## config.mk

```make
export PLATFORM = sky130hd
export DESIGN_NAME = rtcdt_regs
export DESIGN_NICKNAME = d
export VERILOG_FILES = /design/src/rtcdt_pkg.sv /design/src/rtcdt_regs.sv /design/src/rtcdt_tick.sv
export SDC_FILE = /design/constraint.sdc
export NUM_CORES = 1
export LEC_CHECK = 0
export BUFFER_PORTS_ARGS = -buffer_cell sky130_fd_sc_hd__clkbuf_2
export CAP_MARGIN = 20
export CORE_ASPECT_RATIO = 0.7
export CORE_MARGIN = 5
export CORE_UTILIZATION = 45
export CTS_CLUSTER_DIAMETER = 100
export DETAILED_ROUTE_END_ITERATION = 6
export PLACE_DENSITY = 0.63
export SYNTH_ARGS = -nofsm -noshare
export SYNTH_HDL_FRONTEND = slang
export SYNTH_SLANG_ARGS = --single-unit
```

## constraint.sdc

```tcl
create_clock -name clk -period 4.7 [get_ports clk]
set_clock_uncertainty 0.15 [all_clocks]
set_input_delay 0.47 -clock clk [delete_from_list [all_inputs] [get_ports clk]]
set_output_delay 0.47 -clock clk [all_outputs]
set_load 0.01 [all_outputs]
```

## src/rtcdt_pkg.sv

```systemverilog
// Package of constants for the date and time register block.
// Assumes a single 100 MHz clock and a holding-register access port.
// Contract
// RULE1 - Clock keeps counting while backup power holds; the code stops it, invalid, when year 50 ends
// RULE2 - Master sets time at install and after outage
// RULE3 - Fields are binary with documented ranges
// RULE4 - Four holding registers at 175 to 178
// RULE5 - Master writes zero milliseconds when setting
// RULE6 - Milliseconds write commits the whole date
// RULE7 - Reads return current date and time
// RULE8 - First field upper byte, second lower byte
// RULE9 - Error bit 8 flags invalid date time
package rtcdt_pkg;
   localparam logic [7:0] RTCDT_ADDR_MY = 8'hAF;
   localparam logic [7:0] RTCDT_ADDR_HD = 8'hB0;
   localparam logic [7:0] RTCDT_ADDR_SM = 8'hB1;
   localparam logic [7:0] RTCDT_ADDR_MS = 8'hB2;
   localparam int RTCDT_HI_LSB = 8;
   localparam int RTCDT_ERR_BIT = 8;
   localparam logic [7:0] RTCDT_MONTH_MAX = 8'h0C;
   localparam logic [7:0] RTCDT_YEAR_MAX = 8'h32;
   localparam logic [7:0] RTCDT_DAY_MAX = 8'h1F;
   localparam logic [7:0] RTCDT_HOUR_MAX = 8'h17;
   localparam logic [7:0] RTCDT_SEC_MAX = 8'h3B;
   localparam logic [7:0] RTCDT_MIN_MAX = 8'h3B;
   localparam logic [15:0] RTCDT_MS_MAX = 16'h03E7;
   localparam int RTCDT_CLK_HZ = 100000000;
   localparam int RTCDT_MS_PER_S = 1000;
   localparam int RTCDT_CYC_PER_MS = RTCDT_CLK_HZ / RTCDT_MS_PER_S;
endpackage : rtcdt_pkg

```

## src/rtcdt_regs.sv

```systemverilog
// Date and time holding registers with a free-running calendar.
// Assumes a register port decoded by a protocol front end on the same clock.
`timescale 1ns/1ps
`default_nettype none
module rtcdt_regs #(
   parameter int CYC_PER_MS = rtcdt_pkg::RTCDT_CYC_PER_MS
) (
   input wire logic clk,
   input wire logic sys_rst,
   input wire logic reg_wr,
   input wire logic reg_rd,
   input wire logic [7:0] reg_addr,
   input wire logic [15:0] reg_wdata,
   output logic [15:0] reg_rdata,
   output logic reg_hit,
   output logic err_status_bit,
   output logic [31:0] err_word
);
   import rtcdt_pkg::*;

   // ------------------------------------------------------------
   // Types and state
   // ------------------------------------------------------------
   typedef struct packed {
      logic [7:0] month;
      logic [7:0] year;
      logic [7:0] hour;
      logic [7:0] day;
      logic [7:0] sec;
      logic [7:0] min;
      logic [15:0] ms;
      logic [15:0] sh_my;
      logic [15:0] sh_hd;
      logic [15:0] sh_sm;
      logic valid;
      logic [15:0] rdata;
   } rtcdt_state_t;

   rtcdt_state_t st_r;
   rtcdt_state_t st_nxt;
   logic tick;
   logic commit;

   // Days in a month; year is two-digit, leap when divisible by four.
   function automatic logic [7:0] rtcdt_mdays(input logic [7:0] m, input logic [7:0] y);
      case (m)
         8'h02: rtcdt_mdays = (y[1:0] == 2'h0) ? 8'h1D : 8'h1C;
         8'h04, 8'h06, 8'h09, 8'h0B: rtcdt_mdays = 8'h1E;
         default: rtcdt_mdays = RTCDT_DAY_MAX;
      endcase
   endfunction : rtcdt_mdays

   // Checks one full date and time for range errors.
   function automatic logic rtcdt_ok(input logic [7:0] mo, input logic [7:0] yr,
                                     input logic [7:0] hr, input logic [7:0] dy,
                                     input logic [7:0] sc, input logic [7:0] mi,
                                     input logic [15:0] ms);
      rtcdt_ok = (mo != 8'h00) && (mo <= RTCDT_MONTH_MAX) && (yr <= RTCDT_YEAR_MAX) &&
                 (hr <= RTCDT_HOUR_MAX) && (dy != 8'h00) && (dy <= rtcdt_mdays(mo, yr)) &&
                 (sc <= RTCDT_SEC_MAX) && (mi <= RTCDT_MIN_MAX) && (ms <= RTCDT_MS_MAX);
   endfunction : rtcdt_ok

   assign commit = reg_wr && (reg_addr == RTCDT_ADDR_MS); // RULE6

   rtcdt_tick #(.CYC_PER_MS(CYC_PER_MS)) u_tick (
      .clk(clk),
      .sys_rst(sys_rst),
      .restart(commit),
      .tick(tick)
   );

   // ------------------------------------------------------------
   // Next-state logic
   // ------------------------------------------------------------
   // Stages the paired fields, commits on milliseconds, and counts time.
   always_comb begin
      st_nxt = st_r;
      if (reg_wr) begin
         case (reg_addr)
            RTCDT_ADDR_MY: st_nxt.sh_my = reg_wdata; // RULE4
            RTCDT_ADDR_HD: st_nxt.sh_hd = reg_wdata; // RULE4
            RTCDT_ADDR_SM: st_nxt.sh_sm = reg_wdata; // RULE4
            default: st_nxt.sh_my = st_r.sh_my;
         endcase
      end
      if (commit) begin
         // All seven fields load at once, upper byte first-named.
         st_nxt.month = st_r.sh_my[15:RTCDT_HI_LSB]; // RULE8
         st_nxt.year = st_r.sh_my[RTCDT_HI_LSB-1:0];
         st_nxt.hour = st_r.sh_hd[15:RTCDT_HI_LSB];
         st_nxt.day = st_r.sh_hd[RTCDT_HI_LSB-1:0];
         st_nxt.sec = st_r.sh_sm[15:RTCDT_HI_LSB];
         st_nxt.min = st_r.sh_sm[RTCDT_HI_LSB-1:0];
         st_nxt.ms = reg_wdata;
         // Hour 24 is taken as midnight.
         if (st_r.sh_hd[15:RTCDT_HI_LSB] == RTCDT_HOUR_MAX + 8'h01) begin
            st_nxt.hour = 8'h00; // RULE3
         end
         st_nxt.valid = rtcdt_ok(st_nxt.month, st_nxt.year, st_nxt.hour, st_nxt.day,
                                 st_nxt.sec, st_nxt.min, st_nxt.ms); // RULE3
      end else if (tick && st_r.valid) begin
         // Calendar carry chain; runs while the time is valid, and stops invalid when year 50 ends.
         if (st_r.ms != RTCDT_MS_MAX) begin // RULE1
            st_nxt.ms = st_r.ms + 16'h0001;
         end else begin
            st_nxt.ms = 16'h0000;
            if (st_r.sec != RTCDT_SEC_MAX) begin
               st_nxt.sec = st_r.sec + 8'h01;
            end else begin
               st_nxt.sec = 8'h00;
               if (st_r.min != RTCDT_MIN_MAX) begin
                  st_nxt.min = st_r.min + 8'h01;
               end else begin
                  st_nxt.min = 8'h00;
                  if (st_r.hour != RTCDT_HOUR_MAX) begin
                     st_nxt.hour = st_r.hour + 8'h01;
                  end else begin
                     st_nxt.hour = 8'h00;
                     if (st_r.day != rtcdt_mdays(st_r.month, st_r.year)) begin
                        st_nxt.day = st_r.day + 8'h01;
                     end else begin
                        st_nxt.day = 8'h01;
                        if (st_r.month != RTCDT_MONTH_MAX) begin
                           st_nxt.month = st_r.month + 8'h01;
                        end else begin
                           st_nxt.month = 8'h01;
                           if (st_r.year != RTCDT_YEAR_MAX) begin
                              st_nxt.year = st_r.year + 8'h01;
                           end else begin
                              st_nxt.year = 8'h00;
                              st_nxt.valid = 1'b0;
                           end
                        end
                     end
                  end
               end
            end
         end
      end
      // Read data shows the live clock in the write layout.
      case (reg_addr)
         RTCDT_ADDR_MY: st_nxt.rdata = {st_r.month, st_r.year}; // RULE7
         RTCDT_ADDR_HD: st_nxt.rdata = {st_r.hour, st_r.day}; // RULE7
         RTCDT_ADDR_SM: st_nxt.rdata = {st_r.sec, st_r.min}; // RULE7
         RTCDT_ADDR_MS: st_nxt.rdata = st_r.ms; // RULE7
         default: st_nxt.rdata = 16'h0000;
      endcase
      if (!reg_rd) begin
         st_nxt.rdata = st_r.rdata;
      end
   end

   // ------------------------------------------------------------
   // State register
   // ------------------------------------------------------------
   // Reset stands for loss of the backup store: time becomes invalid.
   always_ff @(posedge clk or posedge sys_rst) begin
      if (sys_rst) begin
         st_r <= '0;
      end else begin
         st_r <= st_nxt;
      end
   end

   assign reg_rdata = st_r.rdata;
   assign reg_hit = (reg_addr >= RTCDT_ADDR_MY) && (reg_addr <= RTCDT_ADDR_MS);
   assign err_status_bit = !st_r.valid; // RULE9
   assign err_word = 32'(err_status_bit) << RTCDT_ERR_BIT; // RULE9

   // ------------------------------------------------------------
   // Assertions
   // ------------------------------------------------------------
   // Commit and hold checks.
   a_commit_loads: assert property (@(posedge clk) disable iff (sys_rst) // RULE6
      commit |=> (st_r.ms == $past(reg_wdata)) && (st_r.min == $past(st_r.sh_sm[7:0])))
      else $error("commit did not load fields");
   a_hold_nocommit: assert property (@(posedge clk) disable iff (sys_rst) // RULE6
      (!commit && !tick) |=> $stable(st_r.ms) && $stable(st_r.month))
      else $error("clock moved without commit or tick");
   a_read_layout: assert property (@(posedge clk) disable iff (sys_rst) // RULE7
      (reg_rd && reg_addr == RTCDT_ADDR_MY) |=> reg_rdata == $past({st_r.month, st_r.year}))
      else $error("month year readback wrong");
   a_read_unmapped: assert property (@(posedge clk) disable iff (sys_rst) // RULE4
      (reg_rd && !reg_hit) |=> reg_rdata == 16'h0000)
      else $error("unmapped read not zero");
   // A staged month of zero or past December must raise the error bit.
   a_err_flag: assert property (@(posedge clk) disable iff (sys_rst) // RULE9
      (commit && (st_r.sh_my[15:RTCDT_HI_LSB] == 8'h00 || st_r.sh_my[15:RTCDT_HI_LSB] > RTCDT_MONTH_MAX))
      |=> err_status_bit && err_word[RTCDT_ERR_BIT])
      else $error("bad month did not raise the error bit");
   a_ranges_ok: assert property (@(posedge clk) disable iff (sys_rst) // RULE3
      st_r.valid |-> st_r.hour <= RTCDT_HOUR_MAX && st_r.month <= RTCDT_MONTH_MAX)
      else $error("valid clock out of range");
   a_ms_advance: assert property (@(posedge clk) disable iff (sys_rst) // RULE1
      (tick && st_r.valid && !commit && st_r.ms < RTCDT_MS_MAX) |=> st_r.ms == $past(st_r.ms) + 16'h0001)
      else $error("milliseconds did not advance");
   a_hour_wrap: assert property (@(posedge clk) disable iff (sys_rst) // RULE3
      (commit && st_r.sh_hd[15:8] == 8'h18) |=> st_r.hour == 8'h00)
      else $error("hour 24 not taken as 0");
   a_ms_wrap: assert property (@(posedge clk) disable iff (sys_rst) // RULE1
      (tick && st_r.valid && !commit && st_r.ms == RTCDT_MS_MAX) |=> st_r.ms == 16'h0000)
      else $error("milliseconds did not wrap");
   // Staging writes must leave the running clock alone until the commit.
   a_stage_quiet: assert property (@(posedge clk) disable iff (sys_rst) // RULE6
      (reg_wr && reg_addr == RTCDT_ADDR_MY && !tick) |=> $stable(st_r.month) && $stable(st_r.year))
      else $error("staging write changed the clock");
   // The milliseconds register reads back the live count.
   a_read_ms: assert property (@(posedge clk) disable iff (sys_rst) // RULE7
      (reg_rd && reg_addr == RTCDT_ADDR_MS) |=> reg_rdata == $past(st_r.ms))
      else $error("milliseconds readback wrong");
   // A full day rollover starts the next day at 1 and midnight.
   a_day_wrap: assert property (@(posedge clk) disable iff (sys_rst) // RULE3
      (tick && st_r.valid && !commit && st_r.ms == RTCDT_MS_MAX && st_r.sec == RTCDT_SEC_MAX &&
       st_r.min == RTCDT_MIN_MAX && st_r.hour == RTCDT_HOUR_MAX && st_r.day == RTCDT_DAY_MAX)
      |=> st_r.day == 8'h01 && st_r.hour == 8'h00)
      else $error("day did not roll over");

   c_commit: cover property (@(posedge clk) commit ##1 st_r.valid);
   c_bad_commit: cover property (@(posedge clk) commit ##1 !st_r.valid);
   c_second_roll: cover property (@(posedge clk) st_r.valid && st_r.ms == RTCDT_MS_MAX && tick);
   c_readback: cover property (@(posedge clk) reg_rd && reg_addr == RTCDT_ADDR_MS);
   c_hour_24: cover property (@(posedge clk) commit && st_r.sh_hd[15:RTCDT_HI_LSB] == RTCDT_HOUR_MAX + 8'h01);
endmodule : rtcdt_regs
`default_nettype wire

```

## src/rtcdt_tick.sv

```systemverilog
// Millisecond tick generator for the date and time block.
// Assumes the system clock at the rate given in the package.
`timescale 1ns/1ps
`default_nettype none
module rtcdt_tick #(
   parameter int CYC_PER_MS = rtcdt_pkg::RTCDT_CYC_PER_MS
) (
   input wire logic clk,
   input wire logic sys_rst,
   input wire logic restart,
   output logic tick
);
   import rtcdt_pkg::*;
   typedef struct packed {
      logic [31:0] cnt;
   } rtcdt_tick_state_t;
   rtcdt_tick_state_t st_r;
   rtcdt_tick_state_t st_nxt;
   localparam logic [31:0] TOP = 32'(CYC_PER_MS - 1);

   // Counts clock cycles and restarts the phase on a commit.
   always_comb begin
      st_nxt = st_r;
      if (restart || st_r.cnt == TOP) begin
         st_nxt.cnt = '0;
      end else begin
         st_nxt.cnt = st_r.cnt + 32'h1;
      end
   end

   always_ff @(posedge clk or posedge sys_rst) begin
      if (sys_rst) begin
         st_r <= '0;
      end else begin
         st_r <= st_nxt;
      end
   end

   assign tick = (st_r.cnt == TOP) && !restart;

   a_tick_period: assert property (@(posedge clk) disable iff (sys_rst) // RULE1
      tick |=> !tick) else $error("tick lasted longer than one cycle");
endmodule : rtcdt_tick
`default_nettype wire

```

Yosys cells after proc, flatten, opt, wreduce, memory -nomap -nowiden
Index checks and enable logic that the tools add are counted.
{ "word_totals": {"reg_bits": 161, "inputBits": 28, "out_inout_bits": 50, "word_cells": 133} }
{ "classes": {"n_addsub": 8, "magnitude_cmp": 9, "n_eq_ne": 30, "muxes": 41, "n_reduce_logical": 32} }
{ "op_table": {"columns": ["cell", "n"], "rows": [
  ["$mux 8", 18],
  ["$mux 64", 2],
  ["$mux 32", 3],
  ["$pmux 16 s4", 1],
  ["$add 8x1->8 const B", 6],
  ["$mux 16", 3],
  ["$mux 48", 1],
  ["$add 32x1->32 const B", 1],
  ["$eq 32x17->1 const B", 1],
  ["$eq 8x3->1 const B", 4],
  ["$eq 8x4->1 const B", 4],
  ["$eq 8x8->1 const B", 4],
  ["$le 8x6->1 const B", 3],
  ["$ne 8x6->1 const B", 3],
  ["$add 16x1->16 const B", 1],
  ["$eq 8x2->1 const B", 2],
  ["$le 16x10->1 const B", 1],
  ["$ne 16x10->1 const B", 1],
  ["$reduce_bool 8->1", 2],
  ["$ne 2x1->1 const B", 7],
  ["$logic_and 1x1->1", 12],
  ["$mux 1", 11],
  ["$eq 8x5->1 const B", 1],
  ["$ge 8x8->1 const B", 1],
  ["other kinds (20)", 27]
]} }

Longest topological paths before layout
{ "logic_depth": {"ltp_word": 17, "ltp_mapped": 10, "mapped_depth_nobuf": 9} }

By module
From an unflattened synthesis, not the netlist that was laid out.
{ "unflattened": {"cells_unflattened": 1005, "area_unflattened_um2": 9412.8} }
{ "modules_own_cells": {"columns": ["module", "n_inst", "cells_each", "area_each_um2", "seq_area_each_um2"], "rows": [
  ["rtcdt_regs", 1, 814, 7652.3, 3228.1],
  ["rtcdt_tick", 1, 191, 1760.4, 800.8]
]} }

Least setup slack after synthesis
OpenSTA, ideal clock, no wires.
{ "synth_timing": {"kind": "reg2reg", "startpoint": "register st_r[65] in the netlist's numbering", "endpoint": "register st_r[114] in the netlist's numbering", "setup_ps": 76, "arrival_time_ps": 2789, "required_time_ps": 4474, "slack_ps": 1685, "path_stages_with_launch": 9, "path_buffers": 0, "synth_period_minus_slack_ps": 3015, "cell_sequence": "dfrtp_1 -> ha_1 -> or4bb_1 -> nor4_4 -> and4_1 -> nand2_1 -> nor4_4 -> mux2_2 -> o21ai_1"} }
{ "synth_between": {"elab_chain_cells": 3} }
{ "synth_rtl": {"columns": ["element", "line_no", "rtl"], "rows": [
  ["start: declaration", "rtcdt_regs.sv:39", "rtcdt_state_t st_r;"],
  ["start signal: assignment", "rtcdt_regs.sv:161", "st_r <= st_nxt;"],
  ["$ne 16x10->1", "rtcdt_regs.sv:103", "if (st_r.ms != RTCDT_MS_MAX) begin"],
  ["$ne 2x1->1 (no source line)", null, null],
  ["$reduce_and 7->1 (no source line)", null, null]
]} }
Every way passes these cells.
A chain may end at the register's enable or synchronous reset.

Worst setup path after layout
{ "layout_timing": {"startpoint": "register st_r[65] in the netlist's numbering", "endpoint": "register st_r[119] in the netlist's numbering"} }
The elaborated chain is that of the path after synthesis.

==> summary by stage <==
Outcome
The run finished, with violations left. The checks that failed: DRC.

STA
The final number of max-transition violations is 0. Dividing the final minimum period by the clock period gives 0.766. Summed over all failing endpoints, the final setup total negative slack is 0 ns. Setup violations remaining at the end of the flow were counted as 0. For the pin with the worst max-slew slack, the measured transition is 0.927 ns. Based on the critical path, the design can be clocked at up to 278 MHz. The final hold violation count is 0. The worst slack on hold paths is 0.111 ns. The shortest period the worst path allows is 3.60 ns. The relative slew slack is 0.380. Setup repair after global routing left no endpoint under its margin.

Place
The area after detailed placement is 9480 µm². Detailed placement finished with a half-perimeter wire length of 20000 µm. The congestion estimate from routability-driven global placement came to 0.909.

The count of input and output buffers is 46.

Layout
The post-layout net count is 1042. The final instance area is 10100 µm². The share of cells above drive strength 1 is 0.160. The layout overhead on the synthesized area is 9.23%. The diode insertion count for antenna repair is 0.

Clock network
The number of clock buffers added by TritonCTS is 17. The CTS sink count is 161. The number of H-tree levels is 4. The root buffer cell chosen for the clock tree is clkbuf_16. The CTS tree is done.

The clock latency on the worst-skew pair is 0.43 ns. The clock passes through at most 2 buffers. After clock tree synthesis, the flow added hold-fix buffers numbering 0. Clock-pin slew was measured on the worst setup and hold paths at 0.07 ns.

In this run, post-CTS repair resized a total of 0 instances. After clock tree synthesis, the setup repair step added 0 buffers.

GRT
The number of global-route vias before repair is 7123. The largest net degree at the start of global routing is 162. The wire length of the first global-routing pass is 42800 µm. For this run, the total global-route usage over all layers was measured as 0.236.

Global routing finished with a remaining overflow of 0. The number of antenna violations at the first check in global routing was 0.

Setup path
The number of buffers and inverters on the critical path is 0. For this design, the slowest cell found on the critical path is or4bb_1. The end of the critical path is st_r[119]. The endpoint identified for the worst register-to-register timing path is st_r[119].

Along the worst path, the maximum fanout reaches 12. The critical path startpoint category is a register. The cell family contributing the most delay on the critical path is simple AND/OR/NAND/NOR gates. In this run the number of cells on the critical path is 8. The startpoint of the worst-slack reg-to-reg timing path is st_r[65]. The critical path starts at st_r[65].

The endpoint class of the critical path is a register. The path depth of the worst reg2reg path is 8. The setup slack of the worst register-to-register path is 1.10 ns. The critical path goes through ha_1 -> or4bb_1 -> nor4_4 -> and2_1 -> nand4_1 -> nor4_2 -> xnor2_1 -> a21oi_1. The critical path arrival is 3.73 ns. At the worst endpoint, the required time is 4.83 ns. The critical path is of the reg -> reg type. The maximum single-stage delay on the critical path is 0.61 ns.

Pwr
In this run the static leakage power is 4.33 nW. The worst supply voltage drop on vdd is 0.213 mV. In this run the power density over the cells is 348 nW/µm².

Synthesis
Yosys attributes the largest share of cell area to dfrtp_1 44%, mux2_2 6.0%, nand2_1 4.2%. The number of different library cells used by synthesis comes to 64. The synthesized area per cell is 9.36 µm². The fraction of synthesized cell area in xor and xnor cells is 0.0418.

The complex-gate fraction of the synthesized area came to 0.131. In this run, synthesis inferred 0 flip-flops with an integrated enable. The mapped netlist covers 9220 µm². The post-synthesis cell count is 985. Yosys printed 0 warnings.

The share of synthesized area occupied by flip-flops and latches is 0.437. The portion of synthesized cell area occupied by the leading cell type is 0.437. Summed over all instances, the cell type with the most area after synthesis is dfrtp_1. The prevailing post-synth register cell is dfrtp_1. Synthesis inferred 161 register bits. Of the total synthesized cell area, the portion taken by AND, OR, NAND and NOR gates is 0.239. The dominant combinational cell family by area after synthesis is simple AND/OR/NAND/NOR gates. The arithmetic-cell share of the synthesized area counting full adders, half adders and majority gates is 0.0204. The share of synthesized area spent on multiplexers is 0.0653.

After synthesis, the share of flip-flops with an asynchronous set or reset is 1.00.

Route
For this run, design rule violations remaining after detail routing come to 5. The DRC marker count from the first detailed-route iteration is 1115. The average routed wire per standard cell is 21.4 µm. In the routed layout, each cell is associated on average with a via count of 6.01. Once detail routing completed, the nets flagged for antenna violations numbered 0. The total routed wirelength is 27500 µm. The first-pass iteration count of the detailed router is 7. The total via count in the routed design is 7702.

Floorplanning
The height of the die is 130 µm. The floorplan step defined a die boundary enclosing 23500 µm². The starting utilization of the core area is 0.462. Pin placement for this block handled 78 I/O pins. The placeable core region is 20000 µm². The cell row count is 43.

The die boundary width is 181 µm.

Worst hold path
The min-delay analysis places its worst path in the category in -> async.

Flow run
Max-cap violations in this run came to 0.
layer usage:
layer / GRT usage / routed length [µm] / vias up
li1: - / - / 3518
met1: 0.387 / 13600 / 3751
met2: 0.282 / 9920 / 402
met3: 0.0886 / 3600 / 31
met4: 0.0560 / 328 / 0
met5: 0 / 0 / -
metrics by stage:
step                      std cells  setup WS (ns)   util  power, mW
after detailed placement       1250           1.12  0.475       2.10
after global routing           1282          0.840  0.505       3.65
final                          1282           1.10  0.505       3.50
after global placement         1250           1.23  0.475       2.09
after CTS                      1282           1.12  0.505       3.52
after floorplan                1015           1.68      -       1.98
Yosys cell counts (all sizes together), types with 6 or more instances:
cell	instances
a21oi	31
a22oi	11
a31oi	22
a41oi	12
and2	11
and3	21
buf	52
clkbuf	40
dfrtp	161
ha	15
inv	18
mux2	49
nand2	105
nand2b	6
nand3	44
nand4	19
nor2	97
nor2b	7
nor3	21
nor3b	8
nor4	30
o21a	13
o21ai	63
o311ai	10
or3	10
or4	9
xnor2	25
xor2	19
worst min-delay path by stage:
| stage | endpoint | slack (ns) | depth (start not counted) |
|---|---|---|---|
| after global routing | st_r[55] | 0.19 | 2 |
| after detailed placement | st_r[81] | 0.32 | 2 |
| after global placement | st_r[82] | 0.31 | 2 |
| final | u_tick.st_r[7] | 0.11 | 3 |
| after CTS | st_r[67] | 0.17 | 3 |
| after floorplan | st_r[81] | 0.29 | 2 |
tightest hold or removal path: stages:
cell and delay (ns):
clkbuf_2 0.10, clkinvlp_4 0.07, buf_12 0.58
flip-flops by register name, indices dropped and copies added, names as in the netlist:
signal,count
st_r,113
u_tick.st_r,32
reg_rdata,16
cell families after synthesis:
group           Yosys count
simple gates            413
compound gates          187
flops                   161
buf+inv                 110
mux                      54
xor+xnor                 44
fa+ha+maj                15
other cells               1
cell type report:
class / instances / area (µm²)
Clock buffer: 17 / 425
Clock inverter: 15 / 166
Fill cell: 1861 / 9890
Inverter: 18 / 71.3
Multi-Input combinational cell: 744 / 4720
Sequential cell: 161 / 4030
Tap cell: 270 / 338
Timing Repair Buffer: 57 / 325
layout by cell type (no fill, tap or decap), drive strengths merged, types with 15 or more instances in the layout:
| cell | n |
|---|---|
| conb | 31 |
| ha | 15 |
| nor4 | 30 |
| nand4 | 19 |
| xnor2 | 25 |
| nand2 | 105 |
| nand3 | 44 |
| xor2 | 19 |
| and3 | 21 |
| dfrtp | 161 |
| nor3 | 21 |
| o21ai | 63 |
| a31oi | 22 |
| inv | 27 |
| a21oi | 31 |
| nor2 | 97 |
| mux2 | 49 |
| clkbuf | 63 |
power breakdown:
| part | switching (mW) | internal [mW] | total (mW) |
|---|---|---|---|
| registers | 0.179 | 1.51 | 1.69 |
| logic | 0.224 | 0.178 | 0.401 |
| clock network | 0.658 | 0.759 | 1.42 |
Note: power is estimated with default switching activity, not from simulation.
